<file path="src/bta_pkg.sv">
// shared constants and types for the battery tracking gain controller
package bta_pkg;

   // register offsets on the serial control port
   localparam logic [7:0] OFS_INFLECTION = 8'h0b;
   localparam logic [7:0] OFS_SLOPE = 8'h0c;
   localparam logic [7:0] OFS_FIXED_GAIN = 8'h0d;
   localparam logic [7:0] OFS_ATTACK = 8'h0e;
   localparam logic [7:0] OFS_RELEASE = 8'h0f;
   localparam logic [7:0] OFS_STATUS = 8'h11;

   // values after reset
   localparam logic [7:0] RST_INFLECTION = 8'h00;
   localparam logic [7:0] RST_SLOPE = 8'h00;
   localparam logic [4:0] RST_FIXED_GAIN = 5'h07;
   localparam logic [2:0] RST_ATTACK = 3'h0;
   localparam logic [3:0] RST_RELEASE = 4'h0;

   // field widths and positions
   localparam int ATK_W = 3;
   localparam int REL_W = 4;
   localparam int GAIN_W = 5;
   localparam int ATK_LSB = 0;
   localparam int REL_LSB = 0;

   // seven bit device address on the control port
   localparam logic [6:0] DEV_ADDR = 7'h40;

   // limiter arithmetic, kept in units of 1/10000 of one level code
   localparam logic [16:0] SLOPE_BASE_Q = 17'h02ee0;
   localparam logic [16:0] SLOPE_STEP_Q = 17'h00175;
   localparam logic [13:0] LVL_SCALE = 14'h2710;

   // clock and per-step gain intervals
   localparam int CLK_HZ = 10_000_000;
   localparam int ATK_BASE_US = 20;
   localparam int ATK_STEP_US = 350;
   localparam int REL_BASE_MS = 50;
   localparam int REL_STEP_MS = 105;
   localparam int ATK_BASE_CYC = ATK_BASE_US * (CLK_HZ / 1_000_000);
   localparam int ATK_STEP_CYC = ATK_STEP_US * (CLK_HZ / 1_000_000);
   localparam int REL_BASE_CYC = REL_BASE_MS * (CLK_HZ / 1000);
   localparam int REL_STEP_CYC = REL_STEP_MS * (CLK_HZ / 1000);
   localparam int TMR_W = 24;

   // control port protocol states, gray along the write path and the read byte loop
   typedef enum logic [3:0] {
      ST_IDLE = 4'h0,
      ST_ADDR = 4'h1,
      ST_AACK = 4'h3,
      ST_PTR = 4'h2,
      ST_PACK = 4'h6,
      ST_WDAT = 4'h7,
      ST_WACK = 4'h5,
      ST_RDAT = 4'h4,
      ST_RACK = 4'hc
   } bta_i2c_st_t;

   // gain adjustment direction
   typedef enum logic [1:0] {
      DIR_HOLD = 2'h0,
      DIR_ATTACK = 2'h1,
      DIR_RELEASE = 2'h3
   } bta_dir_t;

endpackage : bta_pkg

</file>
<file path="src/bta_reg_if.sv">
// register access path between the control port and the register file
`timescale 1ns/1ps
`default_nettype none
interface bta_reg_if;
   logic wr;          // one cycle write strobe
   logic [7:0] addr;  // register pointer
   logic [7:0] wdata; // data to write
   logic [7:0] rdata; // read data for addr

   modport port (output wr, output addr, output wdata, input rdata);
   modport regs (input wr, input addr, input wdata, output rdata);
endinterface : bta_reg_if
`default_nettype wire

</file>
<file path="src/bta_i2c_slave.sv">
// two wire control port slave with auto incrementing register pointer
`timescale 1ns/1ps
`default_nettype none
module bta_i2c_slave (
   input wire logic i_clk,
   input wire logic i_rst,
   input wire logic i_scl,
   input wire logic i_sda,
   output logic o_sda_oe_n,
   bta_reg_if.port bus
);
   bta_pkg::bta_i2c_st_t st_r; // protocol state
   logic scl_q;       // previous clock sample
   logic sda_q;       // previous data sample
   logic [7:0] sh_r;  // receive shift register
   logic [7:0] tx_r;  // transmit shift register
   logic [2:0] cnt_r; // bits seen in this byte
   logic got8_r;      // a whole byte has been received
   logic rw_r;        // transfer direction, high for read
   logic [7:0] ptr_r; // register pointer
   logic wr_r;        // write strobe
   logic [7:0] wdat_r; // write data
   logic oe_n_r;      // low pulls the data line down

   // edge and condition decode
   wire logic scl_rise = i_scl & ~scl_q;
   wire logic scl_fall = ~i_scl & scl_q;
   wire logic start_c = i_scl & scl_q & sda_q & ~i_sda;
   wire logic stop_c = i_scl & scl_q & ~sda_q & i_sda;
   wire logic addr_hit = (sh_r[7:1] == bta_pkg::DEV_ADDR);
   wire logic shifting = (st_r == bta_pkg::ST_ADDR) |
      (st_r == bta_pkg::ST_PTR) | (st_r == bta_pkg::ST_WDAT) |
      (st_r == bta_pkg::ST_RDAT);

   assign bus.wr = wr_r;
   assign bus.addr = ptr_r;
   assign bus.wdata = wdat_r;
   assign o_sda_oe_n = oe_n_r;

   // line sampling for edge detection
   always_ff @(posedge i_clk) begin
      if (i_rst) begin
         scl_q <= 1'b1;
         sda_q <= 1'b1;
      end else begin
         scl_q <= i_scl;
         sda_q <= i_sda;
      end
   end

   // bit capture on clock rise; data is sampled while the clock is high
   always_ff @(posedge i_clk) begin
      if (i_rst || start_c || (scl_fall && got8_r)) begin
         cnt_r <= 3'h0;
         got8_r <= 1'b0;
      end else if (scl_rise && shifting) begin
         sh_r <= {sh_r[6:0], i_sda};
         cnt_r <= cnt_r + 3'h1;
         got8_r <= (cnt_r == 3'h7);
      end
   end

   // protocol sequencing; the line only changes while the clock is low
   always_ff @(posedge i_clk) begin
      wr_r <= 1'b0;
      if (i_rst) begin
         st_r <= bta_pkg::ST_IDLE;
         oe_n_r <= 1'b1;
         rw_r <= 1'b0;
         ptr_r <= 8'h00;
         tx_r <= 8'hff;
         wdat_r <= 8'h00;
      end else if (start_c) begin
         // a repeated start keeps the pointer for a read back
         st_r <= bta_pkg::ST_ADDR;
         oe_n_r <= 1'b1;
      end else if (stop_c) begin
         st_r <= bta_pkg::ST_IDLE;
         oe_n_r <= 1'b1;
      end else if (scl_rise && st_r == bta_pkg::ST_RACK && i_sda) begin
         // master refused further data: let go of the line
         st_r <= bta_pkg::ST_IDLE;
      end else if (scl_fall) begin
         unique case (st_r)
            bta_pkg::ST_IDLE: begin
               oe_n_r <= 1'b1;
            end
            bta_pkg::ST_ADDR: begin
               if (got8_r) begin
                  // other addresses are ignored without acknowledge
                  st_r <= addr_hit ? bta_pkg::ST_AACK : bta_pkg::ST_IDLE;
                  oe_n_r <= ~addr_hit;
                  rw_r <= sh_r[0];
               end
            end
            bta_pkg::ST_AACK: begin
               if (rw_r) begin
                  st_r <= bta_pkg::ST_RDAT;
                  tx_r <= bus.rdata;
                  oe_n_r <= bus.rdata[7];
                  ptr_r <= ptr_r + 8'h01;
               end else begin
                  st_r <= bta_pkg::ST_PTR;
                  oe_n_r <= 1'b1;
               end
            end
            bta_pkg::ST_PTR: begin
               if (got8_r) begin
                  ptr_r <= sh_r;
                  st_r <= bta_pkg::ST_PACK;
                  oe_n_r <= 1'b0;
               end
            end
            bta_pkg::ST_PACK: begin
               st_r <= bta_pkg::ST_WDAT;
               oe_n_r <= 1'b1;
            end
            bta_pkg::ST_WDAT: begin
               if (got8_r) begin
                  wr_r <= 1'b1;
                  wdat_r <= sh_r;
                  st_r <= bta_pkg::ST_WACK;
                  oe_n_r <= 1'b0;
               end
            end
            bta_pkg::ST_WACK: begin
               // pointer moves on so a burst fills following registers
               ptr_r <= ptr_r + 8'h01;
               st_r <= bta_pkg::ST_WDAT;
               oe_n_r <= 1'b1;
            end
            bta_pkg::ST_RDAT: begin
               if (got8_r) begin
                  st_r <= bta_pkg::ST_RACK;
                  oe_n_r <= 1'b1;
               end else begin
                  tx_r <= {tx_r[6:0], 1'b1};
                  oe_n_r <= tx_r[6];
               end
            end
            bta_pkg::ST_RACK: begin
               st_r <= bta_pkg::ST_RDAT;
               tx_r <= bus.rdata;
               oe_n_r <= bus.rdata[7];
               ptr_r <= ptr_r + 8'h01;
            end
            default: begin
               st_r <= bta_pkg::ST_IDLE;
               oe_n_r <= 1'b1;
            end
         endcase
      end
   end
endmodule : bta_i2c_slave
`default_nettype wire

</file>
<file path="src/bta_agc.sv">
// battery tracking automatic gain controller with its register file
`timescale 1ns/1ps
`default_nettype none
// What this block does
// - watch battery and audio level continuously
// - inflection voltage register, 17.33 mV codes
// - above inflection, limit follows boost ceiling
// - below inflection, limit follows programmed slope
// - slope register, 1.2 V/V plus 37.3 mV/V
// - only excess output level, or a fixed gain code written below the present gain, reduces gain
// - over limit, step gain down
// - under limit, restore gain toward fixed gain
// - attack interval 20 plus 350n us
// - release interval 50 plus 105n ms
// - fixed gain code, -7 dB plus code
module bta_agc #(
   parameter int P_ATK_BASE_CYC = bta_pkg::ATK_BASE_CYC,
   parameter int P_ATK_STEP_CYC = bta_pkg::ATK_STEP_CYC,
   parameter int P_REL_BASE_CYC = bta_pkg::REL_BASE_CYC,
   parameter int P_REL_STEP_CYC = bta_pkg::REL_STEP_CYC
) (
   input wire logic i_clk,
   input wire logic i_rst,
   input wire logic i_scl,
   input wire logic i_sda,
   output logic o_sda,
   output logic o_sda_oe_n,
   input wire logic [7:0] i_vbat,
   input wire logic [11:0] i_boost_level,
   input wire logic [11:0] i_out_level,
   output logic [4:0] o_gain,
   output logic o_limiting
);
   bta_reg_if rif ();

   logic [7:0] infl_r;  // inflection voltage code
   logic [7:0] slope_r; // limit versus battery slope code
   logic [4:0] fixed_r; // fixed gain code
   logic [2:0] atk_r;   // attack interval code
   logic [3:0] rel_r;   // release interval code
   logic [4:0] gain_r;  // present gain code
   logic [4:0] gain_nxt;
   bta_pkg::bta_dir_t dir_r;   // direction chosen on the previous cycle
   bta_pkg::bta_dir_t dir_nxt;
   logic [23:0] tmr_r;  // cycles spent waiting for the next step
   logic [23:0] tmr_nxt;
   logic sda_r;         // open drain data only ever drives low

   // control port; the bus only drives the pointer, data and strobe
   bta_i2c_slave u_port (
      .i_clk(i_clk),
      .i_rst(i_rst),
      .i_scl(i_scl),
      .i_sda(i_sda),
      .o_sda_oe_n(o_sda_oe_n),
      .bus(rif.port)
   );

   // register decode
   wire logic wr_infl = rif.wr & (rif.addr == bta_pkg::OFS_INFLECTION);
   wire logic wr_slope = rif.wr & (rif.addr == bta_pkg::OFS_SLOPE);
   wire logic wr_fixed = rif.wr & (rif.addr == bta_pkg::OFS_FIXED_GAIN);
   wire logic wr_atk = rif.wr & (rif.addr == bta_pkg::OFS_ATTACK);
   wire logic wr_rel = rif.wr & (rif.addr == bta_pkg::OFS_RELEASE);

   // status shows the controller's own activity and present gain
   wire logic [7:0] status_v = {1'b0, dir_r == bta_pkg::DIR_RELEASE,
      dir_r == bta_pkg::DIR_ATTACK, gain_r};

   // read mux; unmapped pointers read as zero
   assign rif.rdata =
      (rif.addr == bta_pkg::OFS_INFLECTION) ? infl_r :
      (rif.addr == bta_pkg::OFS_SLOPE) ? slope_r :
      (rif.addr == bta_pkg::OFS_FIXED_GAIN) ? {3'h0, fixed_r} :
      (rif.addr == bta_pkg::OFS_ATTACK) ? {5'h00, atk_r} :
      (rif.addr == bta_pkg::OFS_RELEASE) ? {4'h0, rel_r} :
      (rif.addr == bta_pkg::OFS_STATUS) ? status_v : 8'h00;

   // register file writes; unused bits of a field are dropped
   always_ff @(posedge i_clk) begin
      if (i_rst) begin
         infl_r <= bta_pkg::RST_INFLECTION;
         slope_r <= bta_pkg::RST_SLOPE;
         fixed_r <= bta_pkg::RST_FIXED_GAIN;
         atk_r <= bta_pkg::RST_ATTACK;
         rel_r <= bta_pkg::RST_RELEASE;
      end else begin
         if (wr_infl) infl_r <= rif.wdata;
         if (wr_slope) slope_r <= rif.wdata;
         if (wr_fixed) fixed_r <= rif.wdata[bta_pkg::GAIN_W-1:0];
         if (wr_atk) atk_r <= rif.wdata[bta_pkg::ATK_LSB +: 3];
         if (wr_rel) rel_r <= rif.wdata[bta_pkg::REL_LSB +: 4];
      end
   end

   // peak output limit, all terms scaled by 10000 so the 37.3 mV/V
   // slope steps stay exact without a divider
   wire logic vbat_above = (i_vbat >= infl_r);
   wire logic [7:0] vbat_gap = infl_r - i_vbat;
   wire logic [31:0] slope_w = 32'(bta_pkg::SLOPE_BASE_Q) +
      32'(bta_pkg::SLOPE_STEP_Q) * {24'h000000, slope_r};
   wire logic [16:0] slope_q = slope_w[16:0];
   wire logic [27:0] drop_s = 28'({17'h0, vbat_gap} * {8'h00, slope_q});
   wire logic [27:0] ceil_s = 28'({16'h0000, i_boost_level} *
      {14'h0, bta_pkg::LVL_SCALE});
   wire logic [27:0] lvl_s = 28'({16'h0000, i_out_level} *
      {14'h0, bta_pkg::LVL_SCALE});
   wire logic [27:0] slope_lim = (ceil_s > drop_s) ? ceil_s - drop_s :
      28'h0000000;
   wire logic [27:0] lim_s = vbat_above ? ceil_s : slope_lim;
   // low battery alone never trips this; only output above the limit
   wire logic over_lim = (lvl_s > lim_s);

   // per-step intervals in clock cycles
   wire logic [31:0] atk_iv = 32'(P_ATK_BASE_CYC) +
      32'(P_ATK_STEP_CYC) * {29'h0, atk_r};
   wire logic [31:0] rel_iv = 32'(P_REL_BASE_CYC) +
      32'(P_REL_STEP_CYC) * {28'h0000000, rel_r};

   // direction decision
   wire logic want_atk = over_lim & (gain_r != 5'h00);
   wire logic want_rel = ~over_lim & (gain_r < fixed_r);
   wire logic [23:0] step_iv = (dir_nxt == bta_pkg::DIR_ATTACK) ?
      atk_iv[23:0] : rel_iv[23:0];
   wire logic step_due = (tmr_r + 24'h000001 >= step_iv);

   // next gain, direction and timer
   always_comb begin
      dir_nxt = want_atk ? bta_pkg::DIR_ATTACK :
         want_rel ? bta_pkg::DIR_RELEASE : bta_pkg::DIR_HOLD;
      gain_nxt = gain_r;
      tmr_nxt = 24'h000000;
      if (~over_lim && gain_r > fixed_r) begin
         // fixed gain was lowered by software: follow it at once
         gain_nxt = fixed_r;
      end else if (dir_nxt != dir_r) begin
         tmr_nxt = 24'h000000;
      end else if (dir_nxt == bta_pkg::DIR_HOLD) begin
         tmr_nxt = 24'h000000;
      end else if (step_due) begin
         // one dB per elapsed interval
         if (dir_nxt == bta_pkg::DIR_ATTACK) begin
            gain_nxt = gain_r - 5'h01;
         end else begin
            gain_nxt = gain_r + 5'h01;
         end
      end else begin
         tmr_nxt = tmr_r + 24'h000001;
      end
   end

   // gain regulation state
   always_ff @(posedge i_clk) begin
      if (i_rst) begin
         gain_r <= bta_pkg::RST_FIXED_GAIN;
         dir_r <= bta_pkg::DIR_HOLD;
         tmr_r <= 24'h000000;
      end else begin
         gain_r <= gain_nxt;
         dir_r <= dir_nxt;
         tmr_r <= tmr_nxt;
      end
   end

   // outputs straight from flops
   always_ff @(posedge i_clk) begin
      if (i_rst) begin
         o_gain <= bta_pkg::RST_FIXED_GAIN;
         o_limiting <= 1'b0;
         sda_r <= 1'b0;
      end else begin
         o_gain <= gain_nxt;
         o_limiting <= (dir_nxt == bta_pkg::DIR_ATTACK);
         sda_r <= 1'b0;
      end
   end

   assign o_sda = sda_r;
endmodule : bta_agc
`default_nettype wire

</file>
<file path="config.mk">
export PLATFORM = sky130hd
export DESIGN_NAME = bta_agc
export DESIGN_NICKNAME = d
export VERILOG_FILES = /design/src/bta_pkg.sv /design/src/bta_reg_if.sv /design/src/bta_i2c_slave.sv /design/src/bta_agc.sv
export SDC_FILE = /design/constraint.sdc
export NUM_CORES = 1
export LEC_CHECK = 0
export BUFFER_PORTS_ARGS = -buffer_cell sky130_fd_sc_hd__buf_2
export CELL_PAD_IN_SITES_DETAIL_PLACEMENT = 1
export CELL_PAD_IN_SITES_GLOBAL_PLACEMENT = 2
export CORE_UTILIZATION = 37
export CTS_BUF_LIST = sky130_fd_sc_hd__clkbuf_2
export CTS_CLUSTER_DIAMETER = 150
export CTS_CLUSTER_SIZE = 28
export DETAILED_ROUTE_END_ITERATION = 10
export PLACE_DENSITY_LB_ADDON = 0.1
export SYNTH_ARGS = -nofsm -noshare
export SYNTH_HDL_FRONTEND = slang
export SYNTH_SLANG_ARGS = --single-unit
</file>
<file path="constraint.sdc">
create_clock -name i_clk -period 13.5 [get_ports i_clk]
set_input_delay 0.675 -clock i_clk [delete_from_list [all_inputs] [get_ports i_clk]]
set_output_delay 0.675 -clock i_clk [all_outputs]
set_load 0.02 [all_outputs]
</file>
---- Yosys cells after proc, flatten, opt, wreduce, memory -nomap -nowiden ----
Index checks and enable logic that the tools add are counted.
word-level totals
  flip-flop bits (word level) ............. 104
  input port bits ......................... 36
  output and inout port bits .............. 8
  logic and storage cells ................. 177
cells by class
  add/sub/neg operators ................... 10
  multiply operators ...................... 6
  magnitude comparators ................... 6
  eq/ne operators ......................... 34
  multiplexer cells ....................... 39
  bitwise logic cells ..................... 30
  reductions and logical operators ........ 30
operators by type and width
  operator                  count
  $mux W28                  2
  $mul A12 B10 Y22 const B  2
  $mux W7                   6
  $eq A8 B4 Y1 const B      5
  $mux W8                   4
  $pmux W4 S8               1
  $gt A26 B28 Y1            1
  $sub A26 B25 Y27          1
  $gt A26 B25 Y1            1
  $mul A8 B17 Y25           1
  $mux W5                   5
  $add A19 B24 Y24 const A  1
  $add A24 B1 Y24 const B   1
  $ge A24 B24 Y1            1
  $mux W24                  1
  $pmux W8 S3               1
  $reduce_and A6 Y1         4
  $pmux W7 S3               1
  $mul A17 B4 Y20 const A   1
  $ne A5 B2 Y1 const B      4
  $add A14 B17 Y17 const A  1
  $mul A9 B8 Y17 const A    1
  $add A8 B15 Y16 const A   1
  $eq A4 B3 Y1 const B      4
  46 further kinds          104

---- Depth between registers and ports, before layout ----
  depth after elaboration ................. 18
  gate-level depth with buffers ........... 70
  mapped depth without buffers ............ 68

---- Modules after synthesis ----
A second synthesis with hierarchy kept.
second synthesis, totals
  cells, all modules ...................... 2,218
  area total of the unflattened synthesis .. 18,609.1 um2
modules (own cells, without submodules)
  module         times used  cells each  area an instance (um2)  sequential area each (um2)
  bta_agc        1           1,971       16,345.7                1,201.2
  bta_i2c_slave  1           247         2,263.4                 960.9

---- Worst setup path before layout ----
Ideal clock, no wire load.
  path kind ............................... register to register
  from .................................... register slope_r[0]
  to ...................................... register o_gain[1]
  setup time .............................. 0.120 ns
  arrival ................................. 13.864 ns
  required time ........................... 13.380 ns
  setup slack ............................. -0.484 ns
  stages on the path, launching flop included .. 67
  path buffers ............................ 3
  clock period less this slack ............ 13.984 ns
  cell sequence ........................... dfxtp_1 -> fa_1 -> xor2_1 -> ha_1 -> fa_1 -> fa_1 -> ha_1 -> nor2b_1 -> o21ai_0 -> a21boi_0 -> o21ai_0 -> a21boi_0 -> o21ai_0 -> a21boi_0 -> o21ai_0 -> a21oi_1 -> xnor2_1 -> nor2_1 -> (+31 left out) -> o21bai_1 -> a41o_1 -> or2_1 -> buf_6 -> clkbuf_1 -> o21ai_0 -> ha_1 -> a21o_1 -> a21o_1 -> a21oi_1 -> nor2_1 -> a211oi_1 -> o21ai_0 -> a211o_1 -> and3b_1 -> a2bb2oi_4 -> mux2i_1 -> a211o_1
between the ends
  word-level cells in the longest chain between the ends .. 17
  elaborated cells on any way between the ends .. 28
  classes of those cells .................. add/sub: 2; mul: 2; order compare: 3; eq/ne: 4; mux: 10; bitwise: 3; reduce/logical: 4
RTL lines
  element                                                  RTL line        source
  start, declared                                          bta_agc.sv:37   logic [7:0] slope_r;
  start signal, assigned                                   bta_agc.sv:83   slope_r <= bta_pkg::RST_SLOPE;
  start signal, assigned                                   bta_agc.sv:89   if (wr_slope) slope_r <= rif.wdata;
  $mul A9 B8 Y17 *                                         bta_agc.sv:101  32'(bta_pkg::SLOPE_STEP_Q) * {24'h000000, slope_r};
  $add A14 B17 Y17 *                                       bta_agc.sv:100  wire logic [31:0] slope_w = 32'(bta_pkg::SLOPE_BASE_Q) +
  $mul A8 B17 Y25 *                                        bta_agc.sv:103  wire logic [27:0] drop_s = 28'({17'h0, vbat_gap} * {8'h00, slope_q});
  $sub A26 B25 Y27 or $gt A26 B25 Y1 (tied branches)       bta_agc.sv:108  wire logic [27:0] slope_lim = (ceil_s > drop_s) ? ceil_s - drop_s :
  $mux W28 *                                               bta_agc.sv:108
  $mux W28 *                                               bta_agc.sv:110  wire logic [27:0] lim_s = vbat_above ? ceil_s : slope_lim;
  $gt A26 B28 Y1 *                                         bta_agc.sv:112  wire logic over_lim = (lvl_s > lim_s);
  branches (longest 10 deep; another with $ge A24 B24 Y1)  -
  end signal, assigned                                     bta_agc.sv:168  o_gain <= bta_pkg::RST_FIXED_GAIN;
  end signal, assigned                                     bta_agc.sv:172  o_gain <= gain_nxt;
  end, declared                                            bta_agc.sv:31   output logic [4:0] o_gain,
Every way passes the cells marked *. The select of a mux whose other input is x is not followed.
A chain may end at the register's enable or synchronous reset.

---- Final worst setup path ----
  from .................................... register slope_r[2]
  to ...................................... register o_gain[3]
The elaborated chain is that of the path after synthesis.

==> flow_summary.toml <==
[drt]
vias = 15744
drt-total-wl_mm = 51.1
avgRoutedWirePerCell_um = 16.9
drtPass1Iterations = 5
viasPerCell = 5.22
route.detailed.drc = 0
initialDrtViolationCount = 443
ant_nets = 0

[worst_hold_path]
holdCritStartpoint = "i_sda"
worst_hold_path_type = "in2reg"
min_path_cells = 1
min_to = "u_port.sh_r[0]$_DFFE_PP_"

[clock_tree]
htree_levels = 3
cts_buffers = 9
clk_pin_slew_worst_paths_ns = 0.35
clockBufferDepth = 2
cts.sinks = 104
cts_tree = "yes"
clk_latency_ns = 0.75
ctsRootBufferMaster = "clkbuf_2"

[synth]
yosysWarnings = 0
synth_cells = 2190
synthFlopType = "dfxtp_1"
synth_enable_flop_cells = 8
synthArstFlopShare_pct = 0
synth_area_per_cell_um2 = 8.25
ys_types = 82
synth_seq_cells = 104
syn_area_um2 = 18100
yosysSeqAreaShare_pct = 12.0
synth_nets = 2703

[finish]
nNetsFinal = 2909
area_delta_synth_final_pct = 17.0
utilization_pct = 44.1
drive_above_1_share_pct = 16.4
design_area_um2 = 21100

[floorplanning]
die_x_um = 223
io_pins = 44
start_util_pct = 37.7
die_h_um = 223
rows = 80
coreArea_um2 = 47900
die_area_um2 = 49700

[run_status]
violations = "setup timing"
status = "complete, but fails checks"

[worst_setup_path]
reg2reg_setup_slack_ns = -0.45
rr_endpoint = "o_gain[3]$_SDFFE_PP0P_"
crit_type = "reg2reg"
worstPathRequired_ns = 14.12
cp.depth = 68
r2r_start = "slope_r[2]$_SDFFE_PP0P_"
cp-end-kind = "flip-flop"
cpPeakStageDelay_ns = 0.59
worstPathArrival_ns = 14.56
cpMostUsedCell = "fa_1"
crit_path_max_fanout = 7
cp-start-kind = "flip-flop"
path_delay_family = "adder cells"
rr_worst_depth = 68
slowest_stage = "fa_1"
cp_num_buf_inv = 12

[grt]
grt_util_all_layers_pct = 21.1
grt_pass1_vias = 16744
grt_pass1_wl_mm = 85.2
antenna_found_initial = 1
grt-ovfl-total = 0
grt_start_max_net_pins = 69

[timing]
timing.final.ws_setup_ns = -0.446
fin_skew_ns = 0.0601
tns_ns = -10.33
finalCritPeriodShare_pct = 103
fin_crit_ns = 13.95
clock.fmax_ghz = 0.0717
slew_headroom_pct = 24.1
max_slew.worst_pin.slew_ns = 1.13
setup_viol = 29
report.final.slew_viol_count = 0
finalHoldViolCount = 0
rsz0062_at_grt = "yes"

[placed_design]
place.gp.congestion = 0.861
portBuffers = 42
place_area_um2 = 20100
post-place-ws_ns = -1.19
hpwl_mm = 42.7

[flow_run]
max_cap_violations = 0

[power_and_ir_drop]
power.density_nw_per_um2 = 216
leakagePower_nw = 10.4
vdd_ir_drop_max_mv = 0.265
report.power.total_mw = 4.57
worst max path at each step:
stage | start | end | slack [ns]
4_1_cts | slope_r[1]$_SDFFE_PP0P_ | o_gain[1]$_SDFFE_PP1P_ | -0.35
3_5_place_dp | slope_r[0]$_SDFFE_PP0P_ | o_gain[4]$_SDFFE_PP0P_ | -1.19
2_1_floorplan | slope_r[0]$_SDFFE_PP0P_ | o_gain[1]$_SDFFE_PP1P_ | 0.03
3_3_place_gp | slope_r[0]$_SDFFE_PP0P_ | o_gain[1]$_SDFFE_PP1P_ | -0.72
5_1_grt | slope_r[2]$_SDFFE_PP0P_ | o_gain[4]$_SDFFE_PP0P_ | -1.14
6_report | slope_r[2]$_SDFFE_PP0P_ | o_gain[3]$_SDFFE_PP0P_ | -0.45
power by group:
group / switching, mW / internal (mW) / leakage (nW)
Clock: 0.126 / 0.0658 / 0.0881
Combinational: 2.09 / 1.94 / 9.42
Sequential: 0.0157 / 0.320 / 0.850
repair_timing:
item | in CTS | in global routing
cloned | 2 | 0
pin swaps | 110 | 84
endpoints found under the setup margin | 29 | 29
buffers inserted | 32 | 10
gates resized for setup | 100 | 54
hold buffers | 0 | 0
layer usage:
layer | share of wire (%) | wire, um | up-vias | global-route usage [%]
met5 | 0 | 0 | - | 0
met3 | 1.7 | 863 | 36 | 1.59
met2 | 51 | 25900 | 112 | 38.2
met1 | 46 | 23600 | 7842 | 27.5
li1 | - | - | 7754 | -
met4 | 1.4 | 717 | 0 | 4.20
layout by cell type, fill, tap and decap left out, drive strengths merged, types with 5 or more instances in the layout:
| cell | instances |
|---|---|
| o31ai | 6 |
| nand3 | 61 |
| inv | 343 |
| clkbuf | 9 |
| fa | 162 |
| a21boi | 10 |
| xor2 | 51 |
| and2 | 18 |
| nand2 | 156 |
| a211o | 15 |
| o21ai | 79 |
| nand2b | 36 |
| or3 | 9 |
| a21o | 42 |
| a211oi | 10 |
| dfxtp | 96 |
| o211ai | 10 |
| or2 | 21 |
| o22ai | 5 |
| nor3 | 41 |
| ha | 315 |
| nor2b | 38 |
| edfxtp | 8 |
| o21bai | 13 |
| nor2 | 201 |
| and3 | 16 |
| a31oi | 9 |
| nand4 | 16 |
| mux2i | 21 |
| a21oi | 140 |
| xnor2 | 99 |
| o21a | 14 |
| a22oi | 24 |
| buf | 238 |
| a221oi | 5 |
final cells by class:
type	instances	area, um2
sequential	104	2170
antenna	1	2.50
clock inverter	7	110
fill	5821	26800
clock buffer	9	45.0
timing repair buffer	238	1800
inverter	340	1290
tap	615	769
multi-input combinational	1703	14900
registers in the layout, indices dropped and copies added (netlist names), 4 cells and up:
name and cells:
tmr_r 24, rel_r 4, u_port.st_r 4, infl_r 8
u_port.sh_r 8, u_port.bus.wdata 8, slope_r 8, fixed_r 5
u_port.bus.addr 8, o_gain 5, u_port.tx_r 7
worst register-to-register path: cells and delay by family, from the launching register on:
kind / cells / cell delay (ns)
flops: 1 / 0.44
fa+ha+maj: 13 / 5.01
xor+xnor: 3 / 0.52
mux: 1 / 0.26
compound gates: 25 / 4.22
buf+inv: 12 / 1.45
simple gates: 14 / 1.90
cell families (layout without fill, tap and decap cells):
group,after synthesis,after routing,share of synthesized area [%]
adder cells (fa/ha/maj),478,478,39.8
AO/OA/AOI/OAI,424,424,15.3
other,1,2,0.0208
multiplexers,21,21,1.16
buffers and inverters,383,594,8.11
XOR/XNOR,150,150,7.27
AND/OR/NAND/NOR,629,629,16.3
flip-flops,104,104,12.0
cell usage after synthesis, types with 8 or more instances:
library cell  count  share of area [%]
xor2_1           51                2.5
o211ai_1          9               0.37
and2_1           17               0.59
dfxtp_1          96                 11
a21boi_0         10               0.42
ha_1            315                 22
a22oi_1          24                1.0
a31oi_1           9               0.31
mux2i_1          21                1.2
nor2_1          201                4.2
o21ai_0          79                2.2
clkbuf_1         37               0.77
edfxtp_1          8                1.3
and3_1           16               0.55
a211oi_1         10               0.42
or3_1             9               0.31
nand2b_1         35                1.2
inv_1           339                7.0
or2_2            18               0.62
a211o_1          15               0.73
xnor2_1          99                4.8
o21bai_1         13               0.54
nor3_1           40                1.1
fa_1            162                 18
nor2b_1          38                1.3
nand3_1          61                1.7
nand2_1         156                3.2
a21o_1           42                1.7
o21a_1           14               0.58
nand4_1          16               0.55
a21oi_1         139                3.9
metrics by stage:
| step | std cells | hold WS (ns) |
|---|---|---|
| 2_1_floorplan | 2190 | 0.436 |
| 3_3_place_gp | 2956 | 0.447 |
| 3_5_place_dp | 2956 | 0.455 |
| 4_1_cts | 3006 | 0.124 |
| 5_1_grt | 3017 | 0.134 |
| 6_report | 3017 | 0.194 |
Note: power is estimated with default switching activity, not from simulation.
